<file path="config.mk">
export PLATFORM = sky130hd
export DESIGN_NAME = fifo_collision_status
export DESIGN_NICKNAME = d
export VERILOG_FILES = /design/src/hdl/fifo_col_pkg.sv /design/src/hdl/sticky_bits.sv /design/src/hdl/fill_counter.sv /design/src/hdl/fifo_collision_status.sv
export SDC_FILE = /design/constraint.sdc
export NUM_CORES = 1
export LEC_CHECK = 0
export BUFFER_PORTS_ARGS = -buffer_cell sky130_fd_sc_hd__buf_2
export CAP_MARGIN = 20
export CORE_AREA = 2 2 122 94
export DETAILED_ROUTE_END_ITERATION = 10
export DIE_AREA = 0 0 124 96
export HOLD_SLACK_MARGIN = 0.12
export PLACE_DENSITY = 0.75
export SLEW_MARGIN = 20
export SYNTH_ARGS = -nofsm -noshare
export SYNTH_HDL_FRONTEND = slang
export SYNTH_SLANG_ARGS = --single-unit
</file>
<file path="constraint.sdc">
create_clock -name aclk -period 4.6 [get_ports aclk]
set_clock_uncertainty 0.2 [all_clocks]
set_input_delay 0.69 -clock aclk [delete_from_list [all_inputs] [get_ports aclk]]
set_output_delay 0.69 -clock aclk [all_outputs]
set_load 0.01 [all_outputs]
</file>
<file path="src/hdl/fifo_col_pkg.sv">
package fifo_col_pkg;

    localparam int                ADDR_W         = 8;

    // Register numbers are word indices; the byte address is four times one
    localparam logic [7:0]        IDX_FILL_LO    = 8'h1E;
    localparam logic [7:0]        IDX_FILL_HI    = 8'h1F;
    localparam logic [7:0]        IDX_COLL       = 8'h20;
    localparam logic [ADDR_W-1:0] ADR_FILL_LO    = {IDX_FILL_LO[5:0], 2'b00};
    localparam logic [ADDR_W-1:0] ADR_FILL_HI    = {IDX_FILL_HI[5:0], 2'b00};
    localparam logic [ADDR_W-1:0] ADR_COLL       = {IDX_COLL[5:0], 2'b00};
    localparam logic [ADDR_W-1:0] ADR_IRQ_STAT   = 8'h00;
    localparam logic [ADDR_W-1:0] ADR_IRQ_MASK   = 8'h04;

    localparam logic [1:0]        RESP_OKAY      = 2'h0;
    localparam logic [1:0]        RESP_DECERR    = 2'h3;

    localparam logic [9:0]        FIFO_DEPTH     = 10'h200;
    localparam logic [9:0]        FILL_RST       = 10'h000;
    // Most complete bytes before a collision whose position is still recorded
    localparam logic [3:0]        ACOL_MAX_BYTES = 4'h7;

    // Sticky FIFO flag positions
    localparam int                FL_OVR         = 0;
    localparam int                FL_UNF         = 1;
    localparam int                FL_W           = 2;

    // Interrupt status and mask bit positions
    localparam int                EV_OVR         = 0;
    localparam int                EV_UNF         = 1;
    localparam int                EV_COL         = 2;
    localparam int                EV_HFE         = 3;
    localparam int                EV_W           = 4;
    localparam logic [EV_W-1:0]   MASK_RST       = 4'h0;

    typedef struct packed {
        logic [1:0] cnt_hi;
        logic       unf;
        logic       ovr;
        logic [2:0] last_byte_bit_count;
        logic       missing_parity_flag;
    } fill_hi_reg_s;

    typedef struct packed {
        logic [3:0] bytes;
        logic [2:0] bits;
        logic       parity_collision_flag;
    } coll_reg_s;

    // Receive decoder strobes, all one-cycle pulses except the modes
    typedef struct packed {
        logic start;          // Frame start
        logic bit_stb;        // Data bit valid
        logic rx_bit;         // Data bit value, LSB first
        logic par_stb;        // Parity bit received
        logic frame_end;      // Frame end
        logic par_en;         // Frame carries parity bits
        logic col;            // Collision seen at current bit
        logic col_par;        // That collision lies on the parity bit
        logic anticol;        // Frame is an anticollision command
        logic frame_err;      // Framing error
        logic frame_err_hard; // Framing error corrupts the data
    } rx_in_s;

endpackage : fifo_col_pkg

</file>
<file path="src/hdl/sticky_bits.sv">
`timescale 1ns/1ps
`default_nettype none
module sticky_bits #(
    parameter int W = 1
) (
    input  wire logic         aclk,    // Clock
    input  wire logic         aresetn, // Sync reset, active low
    input  wire logic [W-1:0] set,     // Set pulses
    input  wire logic [W-1:0] clr,     // Clear pulses
    output logic      [W-1:0] bits_q   // Sticky flags
);
    typedef struct packed {
        logic [W-1:0] bits;
    } st_s;

    st_s st_q;
    st_s st_d;

    // Set beats clear so an event in the clearing cycle survives
    always_comb begin
        st_d      = st_q;
        st_d.bits = (st_q.bits & ~clr) | set;
    end

    always_ff @(posedge aclk) begin
        if (!aresetn) begin
            st_q <= '0;
        end else begin
            st_q <= st_d;
        end
    end

    assign bits_q = st_q.bits;
endmodule : sticky_bits
`default_nettype wire

</file>
<file path="src/hdl/fill_counter.sv">
`timescale 1ns/1ps
`default_nettype none
module fill_counter import fifo_col_pkg::*; (
    input  wire logic       aclk,    // Clock
    input  wire logic       aresetn, // Sync reset, active low
    input  wire logic       clr,     // FIFO clear
    input  wire logic [1:0] push_n,  // Bytes written this cycle
    input  wire logic       pop,     // Byte read this cycle
    output logic      [9:0] count_q, // Fill count
    output logic            ovr_q,   // Overflow pulse
    output logic            unf_q    // Underflow pulse
);
    typedef struct packed {
        logic [9:0] count;
        logic       ovr;
        logic       unf;
    } st_s;

    st_s st_q;
    st_s st_d;

    always_comb begin
        logic [10:0] nxt;
        logic        take;
        nxt      = '0;
        take     = pop && (st_q.count != 10'h000);
        st_d     = st_q;
        st_d.unf = pop && (st_q.count == 10'h000);
        st_d.ovr = 1'b0;
        nxt = {1'b0, st_q.count} - {10'h000, take} + {9'h000, push_n};
        if (nxt > {1'b0, FIFO_DEPTH}) begin
            st_d.ovr = 1'b1;
            nxt      = {1'b0, FIFO_DEPTH};
        end
        st_d.count = nxt[9:0];
        if (clr) begin
            st_d.count = FILL_RST;
            st_d.ovr   = 1'b0;
            st_d.unf   = 1'b0;
        end
    end

    always_ff @(posedge aclk) begin
        if (!aresetn) begin
            st_q <= '0;
        end else begin
            st_q <= st_d;
        end
    end

    assign count_q = st_q.count;
    assign ovr_q   = st_q.ovr;
    assign unf_q   = st_q.unf;
endmodule : fill_counter
`default_nettype wire

</file>
<file path="src/hdl/fifo_collision_status.sv">
`timescale 1ns/1ps
`default_nettype none
module fifo_collision_status import fifo_col_pkg::*; (
    input  wire logic              aclk,        // Clock, 125 MHz
    input  wire logic              aresetn,     // Sync reset, active low
    input  wire logic [ADDR_W-1:0] awaddr,      // Write address
    input  wire logic [2:0]        awprot,      // Write protection, unused
    input  wire logic              awvalid,     // Write address valid
    output logic                   awready,     // Write address ready
    input  wire logic [31:0]       wdata,       // Write data
    input  wire logic [3:0]        wstrb,       // Write strobes
    input  wire logic              wvalid,      // Write data valid
    output logic                   wready,      // Write data ready
    output logic      [1:0]        bresp,       // Write response
    output logic                   bvalid,      // Write response valid
    input  wire logic              bready,      // Write response ready
    input  wire logic [ADDR_W-1:0] araddr,      // Read address
    input  wire logic [2:0]        arprot,      // Read protection, unused
    input  wire logic              arvalid,     // Read address valid
    output logic                   arready,     // Read address ready
    output logic      [31:0]       rdata,       // Read data
    output logic      [1:0]        rresp,       // Read response
    output logic                   rvalid,      // Read data valid
    input  wire logic              rready,      // Read data ready
    input  wire rx_in_s            rx,          // Receive decoder strobes
    input  wire logic              host_push,   // Host loaded a byte
    input  wire logic              host_pop,    // Byte taken out of FIFO
    input  wire logic              fifo_clear,  // FIFO clear command
    output logic                   rx_push,     // Received byte to storage
    output logic      [7:0]        rx_push_data, // Received byte value
    output logic                   irq          // Interrupt, active high
);
    typedef struct packed {
        logic             awready;
        logic             wready;
        logic             bvalid;
        logic [1:0]       bresp;
        logic             arready;
        logic             rvalid;
        logic [1:0]       rresp;
        logic [31:0]      rdata;
        logic             aw_held;
        logic [7:0]       aw_addr;
        logic             w_held;
        logic [7:0]       w_byte;
        logic             w_lane0;
        logic [EV_W-1:0]  mask;
        logic             irq;
        logic [7:0]       shreg;
        logic [2:0]       bitcnt;
        logic [3:0]       bytes;
        logic             par_pend;
        logic [2:0]       lb;
        logic             np;
        coll_reg_s        col;
        logic             col_seen;
        logic             push;
        logic [7:0]       push_data;
    } st_s;

    st_s             st_q;
    st_s             st_d;
    logic [9:0]      fill_cnt;
    logic            fc_ovr;
    logic            fc_unf;
    logic [FL_W-1:0] fifo_flags;
    logic [FL_W-1:0] flag_set;
    logic [EV_W-1:0] irq_status;
    logic [EV_W-1:0] irq_set;
    logic [EV_W-1:0] irq_clr;
    logic            rd_take;
    logic            col_take;
    logic            hfe_evt;

    assign rd_take  = arvalid && st_q.arready;
    // record only the first collision of a short anticollision frame
    assign col_take = rx.col && !rx.start && !st_q.col_seen && rx.anticol
                      && (st_q.bytes <= ACOL_MAX_BYTES);
    // soft framing errors never raise the hard error bit
    assign hfe_evt  = rx.frame_err && rx.frame_err_hard;

    assign flag_set[FL_UNF] = fc_unf;
    assign flag_set[FL_OVR] = fc_ovr;

    assign irq_set[EV_OVR] = fc_ovr;
    assign irq_set[EV_UNF] = fc_unf;
    assign irq_set[EV_COL] = col_take;
    assign irq_set[EV_HFE] = hfe_evt;
    // Reading the status word clears it; a coinciding event still lands
    assign irq_clr = {EV_W{rd_take && ({araddr[7:2], 2'b00} == ADR_IRQ_STAT)}};

    fill_counter u_fill (
        .aclk    (aclk),
        .aresetn (aresetn),
        .clr     (fifo_clear),
        .push_n  ({st_q.push & host_push, st_q.push ^ host_push}),
        .pop     (host_pop),
        .count_q (fill_cnt),
        .ovr_q   (fc_ovr),
        .unf_q   (fc_unf)
    );

    sticky_bits #(.W(FL_W)) u_flags (
        .aclk    (aclk),
        .aresetn (aresetn),
        .set     (flag_set),
        .clr     ({FL_W{fifo_clear}}),
        .bits_q  (fifo_flags)
    );

    sticky_bits #(.W(EV_W)) u_irq (
        .aclk    (aclk),
        .aresetn (aresetn),
        .set     (irq_set),
        .clr     (irq_clr),
        .bits_q  (irq_status)
    );

    function automatic logic mapped(input logic [ADDR_W-1:0] a);
        logic [ADDR_W-1:0] w;
        w = {a[7:2], 2'b00};
        return (w == ADR_FILL_LO) || (w == ADR_FILL_HI) || (w == ADR_COLL)
               || (w == ADR_IRQ_STAT) || (w == ADR_IRQ_MASK);
    endfunction : mapped

    function automatic logic [31:0] rd_word(input logic [ADDR_W-1:0] a);
        fill_hi_reg_s hi;
        logic [31:0]  r;
        hi.cnt_hi              = fill_cnt[9:8];
        hi.unf                 = fifo_flags[FL_UNF];
        hi.ovr                 = fifo_flags[FL_OVR];
        hi.last_byte_bit_count = st_q.lb;
        hi.missing_parity_flag = st_q.np;
        r = 32'h0000_0000;
        unique case ({a[7:2], 2'b00})
            // fill count split over two registers
            ADR_FILL_LO:  r = {24'h00_0000, fill_cnt[7:0]};
            ADR_FILL_HI:  r = {24'h00_0000, hi};
            ADR_COLL:     r = {24'h00_0000, st_q.col};
            ADR_IRQ_STAT: r = {28'h000_0000, irq_status};
            ADR_IRQ_MASK: r = {28'h000_0000, st_q.mask};
            default:      r = 32'h0000_0000;
        endcase
        return r;
    endfunction : rd_word

    always_comb begin
        logic [7:0] shifted;
        shifted   = {rx.rx_bit, st_q.shreg[7:1]};
        st_d      = st_q;
        st_d.push = 1'b0;

        // Write side: address and data are taken in either order
        if (awvalid && st_q.awready) begin
            st_d.aw_held = 1'b1;
            st_d.aw_addr = awaddr;
        end
        if (wvalid && st_q.wready) begin
            st_d.w_held  = 1'b1;
            st_d.w_byte  = wdata[7:0];
            st_d.w_lane0 = wstrb[0];
        end
        if (st_q.bvalid && bready) begin
            st_d.bvalid = 1'b0;
        end
        if (st_q.aw_held && st_q.w_held && !st_q.bvalid) begin
            st_d.aw_held = 1'b0;
            st_d.w_held  = 1'b0;
            st_d.bvalid  = 1'b1;
            st_d.bresp   = mapped(st_q.aw_addr) ? RESP_OKAY : RESP_DECERR;
            // Only the mask is writable; status words ignore writes
            if (({st_q.aw_addr[7:2], 2'b00} == ADR_IRQ_MASK)
                && st_q.w_lane0) begin
                st_d.mask = st_q.w_byte[EV_W-1:0];
            end
        end
        st_d.awready = !st_d.aw_held && !st_d.bvalid;
        st_d.wready  = !st_d.w_held && !st_d.bvalid;

        // Read side: one outstanding read, data one cycle after the address
        if (st_q.rvalid && rready) begin
            st_d.rvalid = 1'b0;
        end
        if (rd_take) begin
            st_d.rvalid = 1'b1;
            st_d.rdata  = rd_word(araddr);
            st_d.rresp  = mapped(araddr) ? RESP_OKAY : RESP_DECERR;
        end
        st_d.arready = !st_d.rvalid;

        // Receive assembly, LSB first
        if (rx.start) begin
            st_d.bitcnt   = 3'h0;
            st_d.bytes    = 4'h0;
            st_d.par_pend = 1'b0;
            st_d.lb       = 3'h0;
            st_d.np       = 1'b0;
            // no collision yet, parity collision flag cleared
            st_d.col      = '0;
            st_d.col_seen = 1'b0;
        end else begin
            if (rx.bit_stb) begin
                st_d.shreg  = shifted;
                st_d.bitcnt = st_q.bitcnt + 3'h1;
                if (st_q.bitcnt == 3'h7) begin
                    st_d.push      = 1'b1;
                    st_d.push_data = shifted;
                    st_d.par_pend  = rx.par_en;
                    if (st_q.bytes != 4'hF) begin
                        st_d.bytes = st_q.bytes + 4'h1;
                    end
                end
            end
            if (rx.par_stb) begin
                st_d.par_pend = 1'b0;
            end
            // Later collisions in the same frame do not move the record
            if (rx.col) begin
                st_d.col_seen = 1'b1;
            end
            if (col_take) begin
                st_d.col.bytes                 = st_q.bytes;
                st_d.col.bits                  = st_q.bitcnt;
                st_d.col.parity_collision_flag = rx.col_par;
            end
            if (rx.frame_end) begin
                st_d.bitcnt = 3'h0;
                if (st_q.bitcnt != 3'h0) begin
                    st_d.push      = 1'b1;
                    st_d.push_data = st_q.shreg >> (3'h0 - st_q.bitcnt);
                    st_d.lb        = st_q.bitcnt;
                    st_d.np        = 1'b0;
                end else begin
                    st_d.lb = 3'h0;
                    // complete byte, parity bit never came
                    st_d.np = st_q.par_pend;
                end
            end
        end

        st_d.irq = |(irq_status & st_q.mask);
    end

    always_ff @(posedge aclk) begin
        if (!aresetn) begin
            st_q      <= '0;
            st_q.mask <= MASK_RST;
        end else begin
            st_q <= st_d;
        end
    end

    assign awready      = st_q.awready;
    assign wready       = st_q.wready;
    assign bvalid       = st_q.bvalid;
    assign bresp        = st_q.bresp;
    assign arready      = st_q.arready;
    assign rvalid       = st_q.rvalid;
    assign rresp        = st_q.rresp;
    assign rdata        = st_q.rdata;
    assign rx_push      = st_q.push;
    assign rx_push_data = st_q.push_data;
    assign irq          = st_q.irq;
endmodule : fifo_collision_status
`default_nettype wire

</file>
==> flow_metrics.env, run 1 <==
export IMPL_status="completed"
export IMPL_routed_via_density=5.47
export IMPL_setup_tns_final_ps=0
export IMPL_layout_commonest_cell="dfxtp_1"
export IMPL_hp_class="reg2reg"
export IMPL_ys_flop_type="dfxtp_1"
export IMPL_hold_violations=0
export IMPL_worstSetupPathType="reg2reg"
export IMPL_synth_xor_area_frac=0.0111
export IMPL_initial_core_util=0.441
export IMPL_antenna_cells=0
export IMPL_rows=33
export IMPL_startpoint_type="flip-flop"
export IMPL_ys_types=54
export IMPL_worstMarginPinSlew_ps=930
export IMPL_io_buffers=64
export IMPL_synth_compound_area_share=0.173
export IMPL_synth_top_family_by_area="simple AND/OR/NAND/NOR gates"
export IMPL_max_stage_delay_ps=680
export IMPL_ys_warn_count=0
export IMPL_vdd_drop_max_uv=313
export IMPL_rsz0062_at_grt="false"
export IMPL_fmax_mhz=231
export IMPL_finalMaxSlewViolations=0
export IMPL_timing_final_crit_share=0.940
export IMPL_whs_ps=255
export IMPL_synthAdderAreaFrac=0.0624
export IMPL_synth_seq_cells=89
export IMPL_die_area_mm2=0.0119
export IMPL_drcViolationCount=0
export IMPL_crit_chain="inv_1 -> ha_1 -> and4b_1 -> and3_1 -> nor2b_1 -> ha_1 -> inv_1 -> ha_1 -> inv_1 -> fa_1 -> nor2b_4 -> o311ai_1 -> a21boi_0 -> o211ai_1 -> or4_1 -> a2111oi_2"
export IMPL_htreeDepth=3
export IMPL_grt_max_degree=47
export IMPL_wl_per_cell_um=15.1
export IMPL_clock_sinks=89
export IMPL_grt_pass1_wl_mm=18.2
export IMPL_cap_violations=0
export IMPL_ctsLongestPathBuffers=2
export IMPL_cts_buffers=9
export IMPL_wirelength_mm=11.0
export IMPL_drtIter0Drc=313
export IMPL_finalSetupViolCount=0
export IMPL_place_inst=711
export IMPL_nets=684
export IMPL_end_kind="flip-flop"
export IMPL_clkLatencyLatePin_ps=340
export IMPL_via_count=3973
export IMPL_ioPinCount=130
export IMPL_slew_headroom=0.378
export IMPL_path_clk_slew_ps=60
export IMPL_mostFrequentLayoutCells="dfxtp_1 (89), buf_2 (64), nor2_1 (61), a21oi_1 (47), nand2_1 (33)"
export IMPL_yosys_area_share_simple=0.189
export IMPL_syn_inst=551
export IMPL_ant_nets=0
export IMPL_die_h_um=96
export IMPL_place_gp_congestion=0.876
export IMPL_dp_hpwl_mm=8.12
export IMPL_grt_pass1_vias=3621
export IMPL_overflow=0
export IMPL_synth_mux_area_frac=0.0777
export IMPL_syn_area_mm2=0.00473
export IMPL_drive_gt1_frac=0.154
export IMPL_coreArea_mm2=0.0107
export IMPL_die_w_um=124
export IMPL_synth_edf_count=0
export IMPL_area_growth_pct=9.30
export IMPL_crit_family="simple AND/OR/NAND/NOR gates"
export IMPL_path_buf_inv=3
export IMPL_first_pass_iters=5
export IMPL_synthArstFlopShare=0
export IMPL_leakage_nw=2.07
export IMPL_reg2reg_slack_ps=270
export IMPL_postLayoutCoreUtil=0.482
export IMPL_power_density_mw_per_mm2=539
export IMPL_cp_required_ps=4630
export IMPL_clock_root_buffer="clkbuf_16"
export IMPL_antenna_found_initial=0
export IMPL_cts_tree="yes"
export IMPL_critPathArrivalTime_ps=4360
export IMPL_worst_path_max_delay_cell="or4_1"
export IMPL_path_max_fanout=7
export IMPL_period_minus_slack_ps=4330
export IMPL_seq_area_frac_synth=0.376
export IMPL_grt_usage=0.197
export IMPL_finalNonFillerCells=726
export IMPL_postSynthAreaPerCell_um2=8.59
## report_power, final
group          switching, mW  internal, mW  total, mW
sequential            0.0415         0.824      0.865
combinational          0.778         0.488       1.27
clock                  0.282         0.376      0.658
total                   1.10          1.69       2.79
## kinds of logic after synthesis
group                      Yosys count
muxes                               33
xor gates and xnor gates             6
and+or+nand+nor                    182
adders and majority gates           23
AOI/OAI and AO/OA                  124
buffers and inverters               93
DFF                                 89
other                                1
## registers in the layout (all words and copies together) (netlist names), 2 cells and up
name	flops
st_q	46
u_fill.count_q	10
rdata	8
rx_push_data	8
u_irq.bits_q	4
u_flags.bits_q	2
## path summary, 6_finish.rpt
check                                                   from                           end  depth (start not counted)
worst max-delay path            u_fill.count_q[9]$_SDFF_PP0_  u_fill.count_q[2]$_SDFF_PP0_                         16
worst min register to register  rx_push_data[3]$_SDFFE_PN0N_  rx_push_data[3]$_SDFFE_PN0N_                          2
worst min-delay path            rx_push_data[3]$_SDFFE_PN0N_  rx_push_data[3]$_SDFFE_PN0N_                          2
worst max register to register  u_fill.count_q[9]$_SDFF_PP0_  u_fill.count_q[2]$_SDFF_PP0_                         16
## tightest hold or removal path, stage by stage, from the launching register on
cell and delay (ps):
dfxtp_1 310, nand2_1 50, a21oi_1 50
## final cells by class
type	count	area [µm²]
Timing Repair Buffer	65	328
Sequential cell	89	1780
Multi-Input combinational cell	392	2530
Fill cell	1040	5560
Inverter	25	93.8
Clock buffer	12	246
Clock inverter	3	17.5
Tap cell	140	175
## timing repair
| item | CTS | global route |
|---|---|---|
| hold buffers | 0 | 0 |
| buffers inserted | 0 | 0 |
| setup endpoints to repair | 0 | 2 |
| resized for setup | 0 | 1 |
## metal layers
layer / part of all wire / wire length [µm] / global-route usage / vias to the layer above
met5: 0 / 0 / 0 / -
met4: 0.0074 / 81 / 0.0440 / 0
met3: 0.083 / 908 / 0.0669 / 13
met2: 0.45 / 4910 / 0.303 / 159
met1: 0.46 / 5080 / 0.267 / 1843
li1: - / - / - / 1958
## through the flow
step | setup WS (ps) | total power [mW] | cell area, µm²
CTS | 323 | 2.76 | 5160
floorplan | 785 | 1.86 | 4820
global placement | 447 | 2.06 | 4900
finish | 275 | 2.79 | 5170
detailed placement | 363 | 2.09 | 4900
global route | 16.7 | 2.97 | 5170
## synth_stat cells, types with 2 or more instances
cell / instances / area, µm²
and3_1: 7 / 43.8
nand4_1: 4 / 25.0
inv_1: 25 / 93.8
a31o_2: 2 / 17.5
mux2i_1: 30 / 300
nor2_1: 61 / 229
nand3b_1: 5 / 37.5
or3_1: 3 / 18.8
xor2_1: 2 / 17.5
nand3_1: 16 / 80.1
a221oi_1: 9 / 78.8
a31oi_1: 8 / 50.1
o211ai_1: 4 / 30.0
and4b_1: 2 / 20.0
mux4_2: 3 / 67.6
a2111oi_2: 2 / 30.0
and2_1: 2 / 12.5
buf_1: 5 / 18.8
ha_1: 22 / 275
or4_1: 5 / 37.5
nor2b_1: 10 / 62.6
nand2b_1: 7 / 43.8
dfxtp_1: 89 / 1780
o21ai_0: 15 / 75.1
clkbuf_1: 16 / 60.1
a21oi_1: 47 / 235
a211oi_1: 7 / 52.6
buf_4: 44 / 330
a22oi_1: 9 / 67.6
a21o_1: 3 / 22.5
a211o_1: 3 / 26.3
xnor2_1: 4 / 35.0
nand2_1: 33 / 124
nor4_1: 2 / 12.5
buf_2: 3 / 15.0
o32ai_1: 2 / 17.5
a2111oi_0: 2 / 17.5
nor3b_1: 5 / 37.5
nor3_1: 18 / 90.1
Power figures use the tool's default switching activity.
==> run 2: changes to the inputs <==
- GPL_TIMING_DRIVEN: unset -> 0
- PLACE_DENSITY: 0.75 -> 0.78
==> flow_metrics.env, run 2 (synthesis gave the netlist of run 1 again) <==
export IMPL_status="completed"
export IMPL_dpl_instance_area_mm2=0.00530
export IMPL_timing_final_crit_share=0.930
export IMPL_ctsLongestPathBuffers=2
export IMPL_initial_core_util=0.441
export IMPL_drtIter0Drc=302
export IMPL_drcViolationCount=0
export IMPL_area_growth_pct=18.4
export IMPL_finalWorstSetupSlack_ps=321
export IMPL_end_kind="flip-flop"
export IMPL_coreArea_mm2=0.0107
export IMPL_hp_class="reg2reg"
export IMPL_post_route_cell_area_mm2=0.00560
export IMPL_dp_hpwl_mm=9.04
export IMPL_mostFrequentLayoutCells="dfxtp_1 (89), buf_2 (64), nor2_1 (61), a21oi_1 (47), buf_4 (44)"
export IMPL_hold_violations=0
export IMPL_finalNonFillerCells=791
export IMPL_worstSetupPathType="reg2reg"
export IMPL_place_gp_congestion=0.897
export IMPL_io_buffers=61
export IMPL_grt_max_degree=16
export IMPL_grt_usage=0.204
export IMPL_nets=748
export IMPL_critPathArrivalTime_ps=4320
export IMPL_clock_sinks=89
export IMPL_crit_chain="inv_1 -> ha_1 -> and4b_1 -> and3_1 -> nor2b_1 -> ha_1 -> inv_1 -> ha_1 -> inv_1 -> fa_1 -> nor2b_4 -> o311ai_1 -> a21boi_1 -> o211ai_1 -> or4_1 -> buf_2 -> a2111oi_2"
export IMPL_wl_per_cell_um=14.9
export IMPL_overflow=0
export IMPL_place_inst=775
export IMPL_period_minus_slack_ps=4280
export IMPL_leakage_nw=2.34
export IMPL_via_count=4227
export IMPL_clkLatencyLatePin_ps=340
export IMPL_path_max_fanout=7
export IMPL_pre_cts_slack_ps=305
export IMPL_finalSetupViolCount=0
export IMPL_rows=33
export IMPL_cp_required_ps=4640
export IMPL_worstMarginPinSlew_ps=1220
export IMPL_setup_tns_final_ps=0
export IMPL_path_clk_slew_ps=70
export IMPL_die_w_um=124
export IMPL_postCtsHoldBufs=0
export IMPL_wirelength_mm=11.8
export IMPL_slew_headroom=0.185
export IMPL_path_buf_inv=4
export IMPL_fmax_mhz=234
export IMPL_whs_ps=258
export IMPL_power_density_mw_per_mm2=522
export IMPL_max_stage_delay_ps=510
export IMPL_vdd_drop_max_uv=369
export IMPL_drive_gt1_frac=0.204
export IMPL_layout_commonest_cell="dfxtp_1"
export IMPL_largest_reg_flops=46
export IMPL_die_area_mm2=0.0119
export IMPL_top_register="st_q"
export IMPL_startpoint_type="flip-flop"
export IMPL_antenna_cells=0
export IMPL_finalMaxSlewViolations=0
export IMPL_htreeDepth=3
export IMPL_grt_pass1_wl_mm=18.8
export IMPL_ioPinCount=130
export IMPL_cap_violations=0
export IMPL_cts_tree="yes"
export IMPL_antenna_found_initial=0
export IMPL_routed_via_density=5.34
export IMPL_crit_family="simple AND/OR/NAND/NOR gates"
export IMPL_die_h_um=96
export IMPL_ant_nets=0
export IMPL_first_pass_iters=4
export IMPL_clock_root_buffer="clkbuf_16"
export IMPL_grt_pass1_vias=3815
export IMPL_final_fill_count=1018
export IMPL_worst_path_max_delay_cell="or4_1"
export IMPL_cts_buffers=9
-- run 2: cell count changes in the layout (fill, tap and decap cells not counted), sizes merged --
| cell | previous run | this run |
|---|---|---|
| inv | 25 | 27 |
| buf | 65 | 113 |
| bufinv | 0 | 1 |
| clkinv | 2 | 1 |
| clkbuf | 12 | 27 |
-- run 2: power breakdown --
part	leakage, nW	internal (mW)	total (mW)	switching (mW)
combinational	1.48	0.526	1.33	0.806
sequential	0.723	0.823	0.864	0.0406
clock	0.141	0.426	0.732	0.306
total	2.34	1.78	2.93	1.15
-- run 2: worst reg2reg max path, stage by stage, from the launching register on --
cell and delay, ps:
dfxtp_1 440, inv_1 150, ha_1 230, and4b_1 200, and3_1 200, nor2b_1 120, ha_1 230, inv_1 70
ha_1 170, inv_1 60, fa_1 440, nor2b_4 160, o311ai_1 150, a21boi_1 260, o211ai_1 130, or4_1 510
buf_2 180, a2111oi_2 300
-- run 2: path summary, 6_finish.rpt --
path | from | to | slack, ps | cells after the start
worst max-delay path | u_fill.count_q[9]$_SDFF_PP0_ | u_fill.count_q[2]$_SDFF_PP0_ | 320 | 17
worst min-delay path | st_q[44]$_SDFFE_PN0P_ | st_q[44]$_SDFFE_PN0P_ | 260 | 2
worst max register to register | u_fill.count_q[9]$_SDFF_PP0_ | u_fill.count_q[2]$_SDFF_PP0_ | 320 | 17
worst min register to register | st_q[44]$_SDFFE_PN0P_ | st_q[44]$_SDFFE_PN0P_ | 260 | 2
-- run 2: layout make-up --
type,instances,area [µm²],area share
Buffer,68,424,0.0757
Clock buffer,11,233,0.0415
Clock inverter,5,63.8,0.0114
Inverter,25,93.8,0.0167
Multi-Input combinational cell,392,2530,0.451
Sequential cell,89,1780,0.318
Tap cell,140,175,0.0313
Timing Repair Buffer,61,305,0.0545
-- run 2: metrics by stage --
stage	total power, mW	util
floorplan	1.86	-
global placement	2.11	0.494
detailed placement	2.16	0.494
CTS	2.89	0.521
global route	3.12	0.522
finish	2.93	0.522
-- run 2: timing repair --
item,CTS,global route
hold endpoints to repair,0,0
resized for setup,0,2
setup endpoints to repair,0,2
buffers inserted,0,0
-- run 2: layer usage --
metal | track usage | vias to the layer above | routed length, µm
li1 | - | 2081 | -
met1 | 0.280 | 1963 | 5430
met2 | 0.317 | 166 | 5230
met3 | 0.0569 | 17 | 940
met4 | 0.0524 | 0 | 186
met5 | 0 | - | 0
